$ cat src/flag_mask_regs.vh
// Register offsets, field positions and timing constants for the charger flag and mask bank.
// Assumes the includer uses 8-bit register addresses and 8-bit register data.
`ifndef FLAG_MASK_REGS_VH
`define FLAG_MASK_REGS_VH

// ==========================================================================
// Register offsets
`define CHARGER_EVENT_FLAGS_THREE_ADDR 8'h25
`define FAULT_EVENT_FLAGS_ZERO_ADDR 8'h26
`define FAULT_EVENT_FLAGS_ONE_ADDR 8'h27
`define CHARGER_INTERRUPT_MASK_ZERO_ADDR 8'h28

// ==========================================================================
// Reset values
`define FLAGS_RESET 8'h00
`define MASK_RESET 8'h00

// ==========================================================================
// Implemented bits of each flag register (reserved bits read zero)
`define FLAGS_THREE_USED 8'h1f
`define FAULT_ZERO_USED 8'hff
`define FAULT_ONE_USED 8'hf4

// Field positions in the third charger flag register.
`define BATTERY_LOW_FOR_BOOST_BIT 4
`define THERMISTOR_COLD_BIT 3
`define THERMISTOR_COOL_BIT 2
`define THERMISTOR_WARM_BIT 1
`define THERMISTOR_HOT_BIT 0

// Field positions in the second fault flag register.
`define SYSTEM_SHORT_BIT 7
`define SYSTEM_OVERVOLTAGE_BIT 6
`define BOOST_OVERVOLTAGE_BIT 5
`define BOOST_UNDERVOLTAGE_BIT 4
`define DIE_THERMAL_SHUTDOWN_BIT 2

// Field positions in the first fault flag register.
`define BATTERY_CURRENT_REGULATION_BIT 7
`define BUS_OVERVOLTAGE_BIT 6
`define BATTERY_OVERVOLTAGE_BIT 5
`define BUS_OVERCURRENT_BIT 4
`define DISCHARGE_OVERCURRENT_BIT 3
`define CONVERTER_OVERCURRENT_BIT 2
`define SECOND_INPUT_OVERVOLTAGE_BIT 1
`define FIRST_INPUT_OVERVOLTAGE_BIT 0

// Field positions in the first interrupt mask register.
`define INPUT_CURRENT_LIMIT_MASK_BIT 7
`define INPUT_VOLTAGE_LIMIT_MASK_BIT 6
`define WATCHDOG_EXPIRY_MASK_BIT 5
`define WEAK_SOURCE_MASK_BIT 4
`define POWER_GOOD_MASK_BIT 3
`define SECOND_INPUT_PRESENCE_MASK_BIT 2
`define FIRST_INPUT_PRESENCE_MASK_BIT 1
`define BUS_PRESENCE_MASK_BIT 0

// ==========================================================================
// Interrupt pulse width
`define IRQ_PULSE_NS 256
`define CLK_PERIOD_NS 10
`define IRQ_PULSE_CYCLES ((`IRQ_PULSE_NS + `CLK_PERIOD_NS - 1) / `CLK_PERIOD_NS)

`endif

$ cat src/charger_fault_flag_mask_bank.v
// The third charger event flag register, the fault flag registers and the first interrupt mask register.
// Assumes an external serial-bus slave presents a one-cycle register read or write strobe.
//
// Summary of operation
// Bit 4 of third charger flags reports battery too low for reverse boost.
// Third charger flags bit 3 sets on cold crossing, bit 2 on cool crossing.
// Third charger flags bit 1 sets on warm crossing, bit 0 on hot crossing.
// First fault flags bit 7 sets on entering or leaving battery current regulation.
// First fault flags bit 6 sets on entering bus over-voltage protection.
// First fault flags bit 5 sets on entering battery over-voltage protection.
// First fault flags bit 4 sets on entering bus over-current protection.
// First fault flags bit 3 sets on entering discharge over-current protection.
// First fault flags bit 2 sets on entering converter over-current protection.
// First fault flags bit 1 second input, bit 0 first input over-voltage.
// Second fault flags bit 7 sets when switching stops on system short.
// Second fault flags bit 6 sets when switching stops on system over-voltage.
// Second fault flags bit 5 sets when boost stops on bus over-voltage.
// Second fault flags bit 4 sets when boost stops on bus under-voltage.
// Second fault flags bit 2 sets on thermal shutdown rising edge.
// Mask bit 7 clear lets input or boost current regulation entry pulse interrupt.
// Mask bit 6 clear lets input or boost voltage regulation entry pulse interrupt.
// Mask bit 5 clear lets watchdog expiry pulse the interrupt.
// Poor source interrupts unless mask bit 4; power-good toggle unless mask bit 3.
// Presence changes of inputs and bus interrupt unless mask bits 2, 1, 0 set.
// Flags clear at power-on; masks clear at power-on and register reset.
// Unmasked events merge into one interrupt pulse; reserved bits read zero.
`default_nettype none
`include "flag_mask_regs.vh"

module charger_fault_flag_mask_bank #(
  parameter IRQ_CYCLES = `IRQ_PULSE_CYCLES
) (
  input wire ref_clk,
  input wire reset_n,
  // Register access from the serial-bus slave.
  input wire [7:0] reg_addr,
  input wire reg_write,
  input wire reg_read,
  input wire [7:0] reg_wdata,
  input wire register_reset,
  output reg [7:0] reg_rdata,
  output reg reg_rvalid,
  // Analog monitor levels, asynchronous to ref_clk.
  input wire battery_low_for_boost,
  input wire thermistor_cold,
  input wire thermistor_cool,
  input wire thermistor_warm,
  input wire thermistor_hot,
  input wire battery_current_regulation,
  input wire bus_overvoltage,
  input wire battery_overvoltage,
  input wire bus_overcurrent,
  input wire discharge_overcurrent,
  input wire converter_overcurrent,
  input wire second_input_overvoltage,
  input wire first_input_overvoltage,
  input wire system_short,
  input wire system_overvoltage,
  input wire boost_overvoltage,
  input wire boost_undervoltage,
  input wire die_thermal_shutdown,
  input wire input_current_limit,
  input wire input_voltage_limit,
  input wire watchdog_expired,
  input wire weak_source,
  input wire power_good,
  input wire second_input_present,
  input wire first_input_present,
  input wire bus_present,
  // Interrupt output toward the host, active low pulse.
  output wire irq_n
);

  // ==========================================================================
  // Synchronise all monitor levels and detect their edges.
  wire [25:0] levels;
  wire [25:0] rise;
  wire [25:0] change;

  // Position of each monitor level within the synchronised vector.
  localparam BATTERY_LOW_IDX = 25;
  localparam COLD_IDX = 24;
  localparam COOL_IDX = 23;
  localparam WARM_IDX = 22;
  localparam HOT_IDX = 21;
  localparam CURRENT_REGULATION_IDX = 20;
  localparam BUS_OV_IDX = 19;
  localparam BATTERY_OV_IDX = 18;
  localparam BUS_OC_IDX = 17;
  localparam DISCHARGE_OC_IDX = 16;
  localparam CONVERTER_OC_IDX = 15;
  localparam SECOND_INPUT_OV_IDX = 14;
  localparam FIRST_INPUT_OV_IDX = 13;
  localparam SYSTEM_SHORT_IDX = 12;
  localparam SYSTEM_OV_IDX = 11;
  localparam BOOST_OV_IDX = 10;
  localparam BOOST_UV_IDX = 9;
  localparam THERMAL_SHUTDOWN_IDX = 8;
  localparam INPUT_CURRENT_LIMIT_IDX = 7;
  localparam INPUT_VOLTAGE_LIMIT_IDX = 6;
  localparam WATCHDOG_IDX = 5;
  localparam WEAK_SOURCE_IDX = 4;
  localparam POWER_GOOD_IDX = 3;
  localparam SECOND_PRESENT_IDX = 2;
  localparam FIRST_PRESENT_IDX = 1;
  localparam BUS_PRESENT_IDX = 0;

  assign levels = {battery_low_for_boost, thermistor_cold, thermistor_cool, thermistor_warm, thermistor_hot,
                   battery_current_regulation, bus_overvoltage, battery_overvoltage, bus_overcurrent,
                   discharge_overcurrent, converter_overcurrent, second_input_overvoltage,
                   first_input_overvoltage, system_short, system_overvoltage, boost_overvoltage,
                   boost_undervoltage, die_thermal_shutdown, input_current_limit, input_voltage_limit,
                   watchdog_expired, weak_source, power_good, second_input_present,
                   first_input_present, bus_present};

  edge_sync #(
    .WIDTH(26)
  ) u_sync (
    .ref_clk(ref_clk),
    .reset_n(reset_n),
    .level_in(levels),
    .rise(rise),
    .change(change)
  );

  // ==========================================================================
  // Event vectors aligned to register bit positions.
  wire [7:0] flags_three_set;
  wire [7:0] fault_zero_set;
  wire [7:0] fault_one_set;
  wire [7:0] mask_events;

  // Battery low and thermistor zone crossings; thermistor crossings count both ways, battery low only on rising.
  assign flags_three_set[7:5] = 3'h0;
  assign flags_three_set[`BATTERY_LOW_FOR_BOOST_BIT] = rise[BATTERY_LOW_IDX];
  assign flags_three_set[`THERMISTOR_COLD_BIT] = change[COLD_IDX];
  assign flags_three_set[`THERMISTOR_COOL_BIT] = change[COOL_IDX];
  assign flags_three_set[`THERMISTOR_WARM_BIT] = change[WARM_IDX];
  assign flags_three_set[`THERMISTOR_HOT_BIT] = change[HOT_IDX];

  // Regulation flag catches entry and exit; protection flags catch entry only.
  assign fault_zero_set[`BATTERY_CURRENT_REGULATION_BIT] = change[CURRENT_REGULATION_IDX];
  assign fault_zero_set[`BUS_OVERVOLTAGE_BIT] = rise[BUS_OV_IDX];
  assign fault_zero_set[`BATTERY_OVERVOLTAGE_BIT] = rise[BATTERY_OV_IDX];
  assign fault_zero_set[`BUS_OVERCURRENT_BIT] = rise[BUS_OC_IDX];
  assign fault_zero_set[`DISCHARGE_OVERCURRENT_BIT] = rise[DISCHARGE_OC_IDX];
  assign fault_zero_set[`CONVERTER_OVERCURRENT_BIT] = rise[CONVERTER_OC_IDX];
  assign fault_zero_set[`SECOND_INPUT_OVERVOLTAGE_BIT] = rise[SECOND_INPUT_OV_IDX];
  assign fault_zero_set[`FIRST_INPUT_OVERVOLTAGE_BIT] = rise[FIRST_INPUT_OV_IDX];

  // Stops of switching or boost output and thermal shutdown.
  assign fault_one_set[`SYSTEM_SHORT_BIT] = rise[SYSTEM_SHORT_IDX];
  assign fault_one_set[`SYSTEM_OVERVOLTAGE_BIT] = rise[SYSTEM_OV_IDX];
  assign fault_one_set[`BOOST_OVERVOLTAGE_BIT] = rise[BOOST_OV_IDX];
  assign fault_one_set[`BOOST_UNDERVOLTAGE_BIT] = rise[BOOST_UV_IDX];
  assign fault_one_set[3] = 1'b0;
  assign fault_one_set[`DIE_THERMAL_SHUTDOWN_BIT] = rise[THERMAL_SHUTDOWN_IDX];
  assign fault_one_set[1:0] = 2'h0;

  // Events gated by the first mask register, in its bit order.
  assign mask_events[`INPUT_CURRENT_LIMIT_MASK_BIT] = rise[INPUT_CURRENT_LIMIT_IDX];
  assign mask_events[`INPUT_VOLTAGE_LIMIT_MASK_BIT] = rise[INPUT_VOLTAGE_LIMIT_IDX];
  assign mask_events[`WATCHDOG_EXPIRY_MASK_BIT] = rise[WATCHDOG_IDX];
  assign mask_events[`WEAK_SOURCE_MASK_BIT] = rise[WEAK_SOURCE_IDX];
  assign mask_events[`POWER_GOOD_MASK_BIT] = change[POWER_GOOD_IDX];
  assign mask_events[`SECOND_INPUT_PRESENCE_MASK_BIT] = change[SECOND_PRESENT_IDX];
  assign mask_events[`FIRST_INPUT_PRESENCE_MASK_BIT] = change[FIRST_PRESENT_IDX];
  assign mask_events[`BUS_PRESENCE_MASK_BIT] = change[BUS_PRESENT_IDX];

  // ==========================================================================
  // Registers.
  reg [7:0] flags_three_q;
  reg [7:0] fault_zero_q;
  reg [7:0] fault_one_q;
  reg [7:0] mask_zero_q;
  reg [7:0] flags_three_d;
  reg [7:0] fault_zero_d;
  reg [7:0] fault_one_d;
  reg [7:0] mask_zero_d;

  // Address match shared by the clearing reads, the mask write and the read mux.
  function addr_hit;
    input [7:0] addr;
    input [7:0] target;
    begin
      addr_hit = (addr == target);
    end
  endfunction

  // Clear-on-read helper; a set in the same cycle as the clearing read wins.
  function [7:0] flag_next;
    input [7:0] cur;
    input [7:0] set;
    input [7:0] used;
    input clr;
    begin
      flag_next = ((clr ? 8'h00 : cur) | set) & used;
    end
  endfunction

  // Next-state logic for flags and mask.
  always @*
  begin
    flags_three_d = flag_next(flags_three_q, flags_three_set, `FLAGS_THREE_USED,
                              reg_read && addr_hit(reg_addr, `CHARGER_EVENT_FLAGS_THREE_ADDR));
    fault_zero_d = flag_next(fault_zero_q, fault_zero_set, `FAULT_ZERO_USED,
                             reg_read && addr_hit(reg_addr, `FAULT_EVENT_FLAGS_ZERO_ADDR));
    fault_one_d = flag_next(fault_one_q, fault_one_set, `FAULT_ONE_USED,
                            reg_read && addr_hit(reg_addr, `FAULT_EVENT_FLAGS_ONE_ADDR));
    mask_zero_d = mask_zero_q;
    if (register_reset)
    begin
      mask_zero_d = `MASK_RESET;
    end
    else if (reg_write && addr_hit(reg_addr, `CHARGER_INTERRUPT_MASK_ZERO_ADDR))
    begin
      mask_zero_d = reg_wdata;
    end
  end

  // Flag and mask storage; power-on reset clears all.
  always @(posedge ref_clk or negedge reset_n)
  begin
    if (!reset_n)
    begin
      flags_three_q <= `FLAGS_RESET;
      fault_zero_q <= `FLAGS_RESET;
      fault_one_q <= `FLAGS_RESET;
      mask_zero_q <= `MASK_RESET;
    end
    else
    begin
      flags_three_q <= flags_three_d;
      fault_zero_q <= fault_zero_d;
      fault_one_q <= fault_one_d;
      mask_zero_q <= mask_zero_d;
    end
  end

  // ==========================================================================
  // Read data path; unmapped addresses read zero.
  always @(posedge ref_clk or negedge reset_n)
  begin
    if (!reset_n)
    begin
      reg_rdata <= 8'h00;
      reg_rvalid <= 1'b0;
    end
    else
    begin
      reg_rvalid <= reg_read;
      if (!reg_read)
      begin
        reg_rdata <= reg_rdata;
      end
      else if (addr_hit(reg_addr, `CHARGER_EVENT_FLAGS_THREE_ADDR))
      begin
        reg_rdata <= flags_three_q;
      end
      else if (addr_hit(reg_addr, `FAULT_EVENT_FLAGS_ZERO_ADDR))
      begin
        reg_rdata <= fault_zero_q;
      end
      else if (addr_hit(reg_addr, `FAULT_EVENT_FLAGS_ONE_ADDR))
      begin
        reg_rdata <= fault_one_q;
      end
      else if (addr_hit(reg_addr, `CHARGER_INTERRUPT_MASK_ZERO_ADDR))
      begin
        reg_rdata <= mask_zero_q;
      end
      else
      begin
        reg_rdata <= 8'h00;
      end
    end
  end

  // ==========================================================================
  // Interrupt request: unmasked mask-bank events plus all flag-setting events.
  wire mask_bank_hit;
  wire flag_bank_hit;
  reg irq_req_q;

  // Mask-bank events pass only where their mask bit is clear; flag events always pass.
  assign mask_bank_hit = |(mask_events & ~mask_zero_q);
  assign flag_bank_hit = (|flags_three_set) | (|fault_zero_set) | (|fault_one_set);

  always @(posedge ref_clk or negedge reset_n)
  begin
    if (!reset_n)
    begin
      irq_req_q <= 1'b0;
    end
    else
    begin
      irq_req_q <= mask_bank_hit | flag_bank_hit;
    end
  end

  irq_pulser #(
    .CYCLES(IRQ_CYCLES)
  ) u_pulse (
    .ref_clk(ref_clk),
    .reset_n(reset_n),
    .request(irq_req_q),
    .irq_n(irq_n)
  );

endmodule // charger_fault_flag_mask_bank

`default_nettype wire

$ cat src/edge_sync.v
// Three-stage synchroniser with rising and any-change detection for a vector of event levels.
// Assumes inputs come from outside the ref_clk domain.
`default_nettype none

module edge_sync #(
  parameter WIDTH = 8
) (
  input wire ref_clk,
  input wire reset_n,
  input wire [WIDTH-1:0] level_in,
  output wire [WIDTH-1:0] rise,
  output wire [WIDTH-1:0] change
);

  reg [WIDTH-1:0] meta_q;
  reg [WIDTH-1:0] s2_q;
  reg [WIDTH-1:0] s3_q;
  reg [WIDTH-1:0] stable_q;
  wire [WIDTH-1:0] agreed;

  // ==========================================================================
  // Synchroniser chain; a new level is accepted once stages two and three agree.
  always @(posedge ref_clk or negedge reset_n)
  begin
    if (!reset_n)
    begin
      meta_q <= {WIDTH{1'b0}};
      s2_q <= {WIDTH{1'b0}};
      s3_q <= {WIDTH{1'b0}};
      stable_q <= {WIDTH{1'b0}};
    end
    else
    begin
      meta_q <= level_in;
      s2_q <= meta_q;
      s3_q <= s2_q;
      stable_q <= agreed;
    end
  end

  // Edge terms derived from the accepted level only.
  assign agreed = (s2_q & s3_q) | (stable_q & (s2_q | s3_q));
  assign rise = agreed & ~stable_q;
  assign change = agreed ^ stable_q;

endmodule // edge_sync

`default_nettype wire

$ cat src/irq_pulser.v
// Stretches a one-cycle interrupt request into a fixed-width active-low pulse.
// Assumes requests are single-cycle and arrive on ref_clk.
`default_nettype none

module irq_pulser #(
  parameter CYCLES = 26
) (
  input wire ref_clk,
  input wire reset_n,
  input wire request,
  output reg irq_n
);

  reg [15:0] count_q;

  // ==========================================================================
  // Restarts the pulse on every request so bursts merge into one longer pulse.
  always @(posedge ref_clk or negedge reset_n)
  begin
    if (!reset_n)
    begin
      count_q <= 16'h0000;
      irq_n <= 1'b1;
    end
    else if (request)
    begin
      count_q <= CYCLES[15:0];
      irq_n <= 1'b0;
    end
    else if (count_q > 16'h0001)
    begin
      count_q <= count_q - 16'h0001;
      irq_n <= 1'b0;
    end
    else
    begin
      count_q <= 16'h0000;
      irq_n <= 1'b1;
    end
  end

endmodule // irq_pulser

`default_nettype wire

$ cat config.mk
export PLATFORM = sky130hd
export DESIGN_NAME = charger_fault_flag_mask_bank
export DESIGN_NICKNAME = d
export VERILOG_FILES = /design/src/charger_fault_flag_mask_bank.v /design/src/edge_sync.v /design/src/irq_pulser.v
export VERILOG_INCLUDE_DIRS = /design/src
export SDC_FILE = /design/constraint.sdc
export NUM_CORES = 1
export LEC_CHECK = 0
export ABC_CLOCK_PERIOD_IN_PS = 2100
export BUFFER_PORTS_ARGS = -buffer_cell sky130_fd_sc_hd__buf_2
export CORE_MARGIN = 4
export CORE_UTILIZATION = 29
export CTS_BUF_LIST = sky130_fd_sc_hd__clkbuf_16
export DETAILED_ROUTE_END_ITERATION = 8
export GPL_ROUTABILITY_DRIVEN = 0
export HOLD_SLACK_MARGIN = 0.06
export SLEW_MARGIN = 20
export SYNTH_ARGS = -nofsm -noshare
export SYNTH_HDL_FRONTEND = slang
export SYNTH_SLANG_ARGS = --single-unit
export TNS_END_PERCENT = 100
$ cat constraint.sdc
create_clock -name ref_clk -period 2.1 [get_ports ref_clk]
set_input_delay 0.315 -clock ref_clk [delete_from_list [all_inputs] [get_ports ref_clk]]
set_output_delay 0.315 -clock ref_clk [all_outputs]
set_load 0.03 [all_outputs]
==> results of run 1 <==
-- sequential cells by signal, indices dropped and copies added (netlist names) --
register         cells
fault_zero_q         8
u_pulse.irq_n        1
u_sync.meta_q       26
irq_req_q            1
u_sync.stable_q     26
reg_rdata            8
u_pulse.count_q     16
flags_three_q        5
u_sync.s2_q         26
reg_rvalid           1
u_sync.s3_q         26
fault_one_q          5
mask_zero_q          8
-- stage by stage --
step	total power, W	setup slack, ns	util	cells	area (um2)
after global routing	0.00713	0.0169	0.382	779	7240
after CTS	0.00693	0.0733	0.381	779	7230
after global placement	0.00358	0.148	0.334	721	6330
final	0.00680	0.0996	0.382	779	7240
after detailed placement	0.00360	0.0868	0.334	721	6330
after floorplan	0.00342	0.158	-	404	5670
-- routing by layer --
layer | share of wire | up-vias | global-route usage
met3 | 0.043 | 4 | 0.0392
met2 | 0.50 | 61 | 0.184
met5 | 0 | - | 0
met1 | 0.46 | 1715 | 0.141
li1 | - | 1644 | -
met4 | 0.0038 | 0 | 0.0294
-- cell families (layout without fill, tap and decap cells) --
group | after synthesis | after routing | share of synthesized area
AO/OA/AOI/OAI | 58 | 58 | 0.0804
adder cells (fa/ha/maj) | 27 | 27 | 0.0486
buffers and inverters | 19 | 134 | 0.0146
XOR/XNOR | 13 | 13 | 0.0201
AND/OR/NAND/NOR | 122 | 122 | 0.129
flip-flops | 157 | 157 | 0.694
multiplexers | 8 | 8 | 0.0141
-- power breakdown --
group          switching (W)  internal, W
clock                0.00114      0.00208
sequential         0.0000817      0.00316
combinational       0.000165     0.000168
-- timing repair --
action / CTS / global route
hold buffers: 27 / 0
gates resized for setup: 0 / 3
endpoints found under the setup margin: 0 / 10
endpoints found under the hold margin: 64 / 0
-- cell usage after synthesis, types with 3 or more instances --
cell type | n | area, um2
xnor2_1 | 11 | 96.3
nor3_1 | 5 | 25.0
a21bo_2 | 10 | 100
nand3_1 | 6 | 30.0
o22ai_1 | 5 | 31.3
nand2_1 | 15 | 56.3
dfrtp_1 | 156 | 3900
inv_1 | 10 | 37.5
and3b_1 | 3 | 26.3
o22a_1 | 3 | 26.3
a21o_1 | 7 | 52.6
nor4_1 | 9 | 56.3
a32oi_1 | 3 | 26.3
nor2_1 | 28 | 105
nand4_1 | 4 | 25.0
nand3b_1 | 14 | 105
clkbuf_1 | 6 | 22.5
mux2i_1 | 8 | 80.1
nor2b_1 | 6 | 37.5
o21ai_0 | 9 | 45.0
o32ai_1 | 3 | 26.3
nand2b_1 | 10 | 62.6
maj3_1 | 25 | 250
or3b_2 | 5 | 43.8
a21oi_1 | 8 | 40.0
-- area by class of cell --
type                       count  share of cell area
timing repair buffer          93              0.0912
inverter                      10             0.00518
sequential                   157               0.543
tap                          260              0.0449
clock inverter                14              0.0276
clock buffer                  17              0.0587
multi-input combinational    228               0.230
-- worst max-delay path by stage --
stage	start	endpoint	slack, ns	cells after the start
after floorplan	u_pulse.count_q[12]	u_pulse.count_q[8]	0.16	5
after global placement	u_pulse.count_q[11]	u_pulse.count_q[11]	0.15	5
after CTS	u_pulse.count_q[11]	u_pulse.count_q[8]	0.07	5
after global routing	u_pulse.count_q[2]	u_pulse.count_q[15]	0.02	4
after detailed placement	u_pulse.count_q[11]	u_pulse.count_q[14]	0.09	5
final	u_pulse.count_q[2]	u_pulse.count_q[15]	0.1	4
==> results.md, run 1 <==
- HPWL Detailed: 7970 um
- Seq/Total Area, Yosys: 0.694
- Crit path DAT: 2.34 ns
- Setup TNS: 0 ns
- Reg2reg setup slack: 0.1 ns
- Pwr Density: 939 nW/um2
- Sequential Area: 3930 um2
- I/O pin count: 57
- Max Clk Rate: 500 MHz
- Syn_nets: 453
- Seq cells post-synth: 157
- Worst-path clk slew: 0.06 ns
- Total congestion overflow: 0
- RSZ-0062 raised after global routing: no
- Final cycle utilization of the critical path: 0.953
- Initial core utilization: 0.299
- Delay-heaviest family, CP: simple AND/OR/NAND/NOR gates
- Post-synth ARST share: 1.00
- Final Max Slew Viols: 0
- Synth Flop Type: dfrtp_1
- CP max FO: 6
- Max Cap Viol: 0
- RR Endpoint: u_pulse.count_q[15]
- Critical path endpoint category: flip-flop
- # clock sinks: 157
- Post-synthesis cell area: 5670 um2
- Startpoint types: flip-flop
- Antenna violations before repair: 0
- Post-Synthesis Cells: 404
- Die area: 21800 um2
- Post-CTS Setup Bufs: 0
- EDFF count, synth: 0
- Vias in the first global route: 3775
- Fillcell total: 1794
- Final net count: 556
- First-pass GRT wire length: 19200 um
- Clock root cell: clkbuf_16
- DR iter-0 viols: 217
- Headroom to the max-slew limit: 0.566
- CTS tree: built
- Final setup fails: 0
- Port bufs: 56
- Hold Crit Depth: 1
- Status: completed
- Worst path bufs/invs: 0
- Worst path slowest cell: or4_1
- Worst-Skew Late Latency: 0.41 ns
- Setup Skew: 0.00607 ns
- Max stage delay on crit path: 0.65 ns
- Routed via count: 3424
- Core area: 19000 um2
- Synthesis-to-finish area growth: 27.8%
- Yosys warnings: 0
- Hold Startpoint: reg_read
- Gr usage total: 0.112
- Distinct cells, synth: 50
- Crit Path Category: reg2reg
- Crit-path cells: or4_1 > or3_4 > or3_1 > a21oi_1
- Layout cells sized above 1: 0.229
- Worst ir drop on vdd: 0.463 mV
- Router iterations before antenna repair: 5
- Worst hold path class: in2reg
- CTS Buf Count: 17
- Std-Cell Rows: 50
- Minimum clock period: 2.00 ns
- Post-route ant nets: 0
- Area of the multi-input gates: 1660 um2
- CTS Buffer Depth: 2
- Final hold violations: 0
- R2R depth: 4
- Leakage: 3.07 nW
- Worst-margin pin slew: 0.650 ns
- WHS Endpoint: reg_rvalid
- Die Ht: 148 um
- Post-Route WL: 11300 um
- Post-synthesis average cell area: 14.0 um2
- Most common cell after layout, fill and taps aside: dfrtp_1
- DRC Markers: 0
- Crit path required time: 2.44 ns
- Pin count of the biggest net entering global routing: 56
- Most frequent cells in the layout: 156 x dfrtp_1, 55 x buf_2, 28 x nor2_1
- Wirelength per Cell: 14.4 um
- Inserted Diodes: 0
- R2r startpoint: u_pulse.count_q[2]
- Hold WS: 0.149 ns
- Avg Vias per Cell: 4.40
- H-tree levels: 4
- Die width: 148 um
Power figures use the tool's default switching activity.
==> run 2: changes to the inputs <==
- ABC_AREA: unset -> 1
==> run 2 against run 1 <==
Critical endpoint is now u_pulse.count_q[4]. Sequential share of layout area decreased by 1.5 points. Sequential power about the same. Synthesized cell count increased by 39%. Clock power decreased by 9.0%. First-iteration DRC count decreased by 20%. Cell count increased by 21%. Utilization decreased by 1.4 points. Non-clock buffer count decreased by 4. Sequential cell count unchanged. Via count increased by 15%. Highest routed layer unchanged. Worst setup slack improved by 0.53 ns.
==> results.md, run 2 <==
- Final setup fails: 0 (unchanged)
- CTS Buffer Depth: 2 (unchanged)
- # clock sinks: 157 (unchanged)
- Minimum clock period: 1.47 ns (-0.531 ns)
- Std-Cell Rows: 52 (+4.0%)
- Distinct cells, synth: 34 (-32%)
- DRC Markers: 0 (unchanged)
- Most frequent cells in the layout: 156 x dfrtp_1, 113 x nand2_1, 75 x nand3_1
- Most used cell, CP: nand2_1
- Post_cts resized: 0 (unchanged)
- Core area: 20200 um2 (+6.7%)
- Reg2reg setup slack: 0.63 ns (+0.53 ns)
- Status: completed
- Pwr Density: 878 nW/um2 (-6.6%)
- Total congestion overflow: 0 (unchanged)
- Most numerous cell in the Yosys netlist: dfrtp_1
- Avg Vias per Cell: 4.17 (-5.0%)
- Port bufs: 56 (unchanged)
- Post-Synthesis Cells: 562 (+39%)
- Max Clk Rate: 681 MHz (+36%)
- Router iterations before antenna repair: 4 (-1)
- Post-Route WL: 11400 um (+0.97%)
- RSZ-0062 raised after global routing: no
- Post-synth top area share: 0.653 (-0.0359)
- Crit-path cells: inv_1 > ha_1 > nand2_2 > nor2_2 > nand2_1 > nand2_1 > o21ai_0
- Pre-CTS setup slack: 0.497 ns (+0.411 ns)
- Routed via count: 3944 (+15%)
- Post-synthesis cell area: 5980 um2 (+5.5%)
- CTS Buf Count: 17 (unchanged)
- Die area: 23000 um2 (+5.2%)
- Final hold violations: 0 (unchanged)
- Seq/Total Area, Yosys: 0.658 (-0.0362)
- Synth Flop Type: dfrtp_1
- HPWL Detailed: 7990 um (+0.22%)
- Compound-Gate Fraction of Synth Area: 0.0458 (-0.0345)
- Post-synth top area cell: dfrtp_1
- Yosys warnings: 0 (unchanged)
- Max stage delay on crit path: 0.41 ns (-0.24 ns)
- Mux share of post-synthesis cell area: 0 (-0.0141)
- Top post-synthesis cells by count: 156 x dfrtp_1, 113 x nand2_1, 75 x nand3_1
- Initial core utilization: 0.295 (-0.00349)
- Worst-Skew Late Latency: 0.42 ns (about the same)
- Die width: 152 um (+2.6%)
- Total power: 0.00654 W (-3.9%)
- Die Ht: 152 um (+2.6%)
- Max Cap Viol: 0 (unchanged)
- Crit path DAT: 1.76 ns (-0.58 ns)
- Post-route ant nets: 0 (unchanged)
- Startpoint types: flip-flop
- Antenna violations before repair: 0 (unchanged)
- Worst path bufs/invs: 1 (+1)
- Wirelength per Cell: 12.0 um (-17%)
- Vias in the first global route: 3927 (+4.0%)
- Worst hold path class: in2reg
- Most common cell after layout, fill and taps aside: dfrtp_1
- Final worst setup slack: 0.631 ns (+0.531 ns)
- XOR/XNOR share of the synthesized area: 0.0103 (-0.00984)
- Post-synthesis average cell area: 10.6 um2 (-24%)
- Critical path endpoint category: flip-flop
- First-pass GRT wire length: 19300 um (+0.65%)
- H-tree levels: 4 (unchanged)
- Worst ir drop on vdd: 0.549 mV (+19%)
- EDFF count, synth: 0 (unchanged)
- Delay-heaviest family, CP: simple AND/OR/NAND/NOR gates
- Synth area leaders: dfrtp_1 65%, nand2_1 7.1%, nand3_1 6.3%
- Worst-path clk slew: 0.07 ns (about the same)
- Pin count of the biggest net entering global routing: 60 (+7.1%)
- Largest family of logic cells by synthesized area: simple AND/OR/NAND/NOR gates
- CTS tree: built
- Leakage: 3.47 nW (+13%)
- Final cycle utilization of the critical path: 0.700 (-0.253)
- Setup Skew: 0.0104 ns (+0.00428 ns)
- CP max FO: 5 (-1)
- Setup TNS: 0 ns (unchanged)
- I/O pin count: 57 (unchanged)
- Crit Path Category: reg2reg
- Syn_nets: 611 (+35%)
- Worst-margin pin slew: 0.545 ns (-0.105 ns)
- Synth Area in Adders: 0.0276 (-0.0210)
- Final Max Slew Viols: 0 (unchanged)
- Post-synth ARST share: 1.00 (unchanged)
- DR iter-0 viols: 174 (-20%)
- Final net count: 711 (+28%)
- Crit path required time: 2.39 ns (-0.05 ns)
- Headroom to the max-slew limit: 0.637 (+0.0711)
- Layout cells sized above 1: 0.197 (-0.0323)
- Gr usage total: 0.108 (-0.00369)
- Clock root cell: clkbuf_16
- Synthesis-to-finish area growth: 24.6%
- Inserted Diodes: 0 (unchanged)
- Worst path slowest cell: dfrtp_1
- Synth Area in Simple Gates: 0.213 (+0.0848)
- Fillcell total: 1988 (+11%)
- Seq cells post-synth: 157 (unchanged)
run 2: cell count changes in the layout (fill, tap and decap cells not counted), moves of 11 or more:
| cell | previous run | this run |
|---|---|---|
| nand2_1 | 15 | 113 |
| nand3_1 | 6 | 75 |
| inv_1 | 12 | 48 |
| o21ai_0 | 9 | 28 |
| nor2_2 | 0 | 15 |
| nor2_1 | 28 | 42 |
| maj3_1 | 25 | 14 |
run 2: per-layer routing:
metal	wire (um)	share of wire	GRT usage
met5	0	0	0
met4	117	0.010	0.0292
met3	425	0.037	0.0330
met2	5260	0.46	0.168
met1	5560	0.49	0.148
run 2: cell type report:
cell class / instances / area [um2] / share of cell area
Tap cell: 270 / 338 / 0.0454
Clock inverter: 15 / 148 / 0.0198
Sequential cell: 157 / 3930 / 0.528
Clock buffer: 17 / 425 / 0.0571
Timing Repair Buffer: 89 / 629 / 0.0845
Inverter: 52 / 200 / 0.0269
Multi-Input combinational cell: 345 / 1780 / 0.238
run 2: report_power, final:
| part | total (W) | switching [W] | internal, W |
|---|---|---|---|
| Combinational | 0.000357 | 0.000203 | 0.000155 |
| Clock | 0.00294 | 0.00137 | 0.00158 |
| Sequential | 0.00324 | 0.0000761 | 0.00316 |
| Total | 0.00654 | 0.00164 | 0.00489 |
run 2: stage by stage:
stage          cell area (um2)  cells   util  hold slack (ns)
6_report                  7450    945  0.368            0.133
2_1_floorplan             5980    562      -           0.0194
5_1_grt                   7450    945  0.368            0.122
4_1_cts                   7440    944  0.367           0.0632
3_5_place_dp              6590    885  0.326            0.331
3_3_place_gp              6590    885  0.326            0.332
run 2: kinds of logic (layout without fill, tap and decap cells):
logic type                 count (synthesis)  in the layout
and+or+nand+nor                          271            271
DFF                                      157            157
buffers and inverters                     60            173
AOI/OAI and AO/OA                         51             51
adders and majority gates                 16             16
xor gates and xnor gates                   7              7
run 2: path summary, 6_finish.rpt:
kind,startpoint,end,cells after the start
worst min register to register,u_sync.meta_q[1],u_sync.s2_q[1],0
worst max register to register,u_pulse.count_q[0],u_pulse.count_q[4],7
max in group asynchronous,reset_n,reg_rdata[2],3
worst min-delay path,reg_read,reg_rvalid,1
min in group asynchronous,reset_n,u_sync.stable_q[4],2
worst max-delay path,u_pulse.count_q[0],u_pulse.count_q[4],7
run 2: repair_timing:
action                                 in CTS  in global routing
endpoints found under the hold margin      80                  1
setup buffers                               0                  0
hold buffers                               27                  1
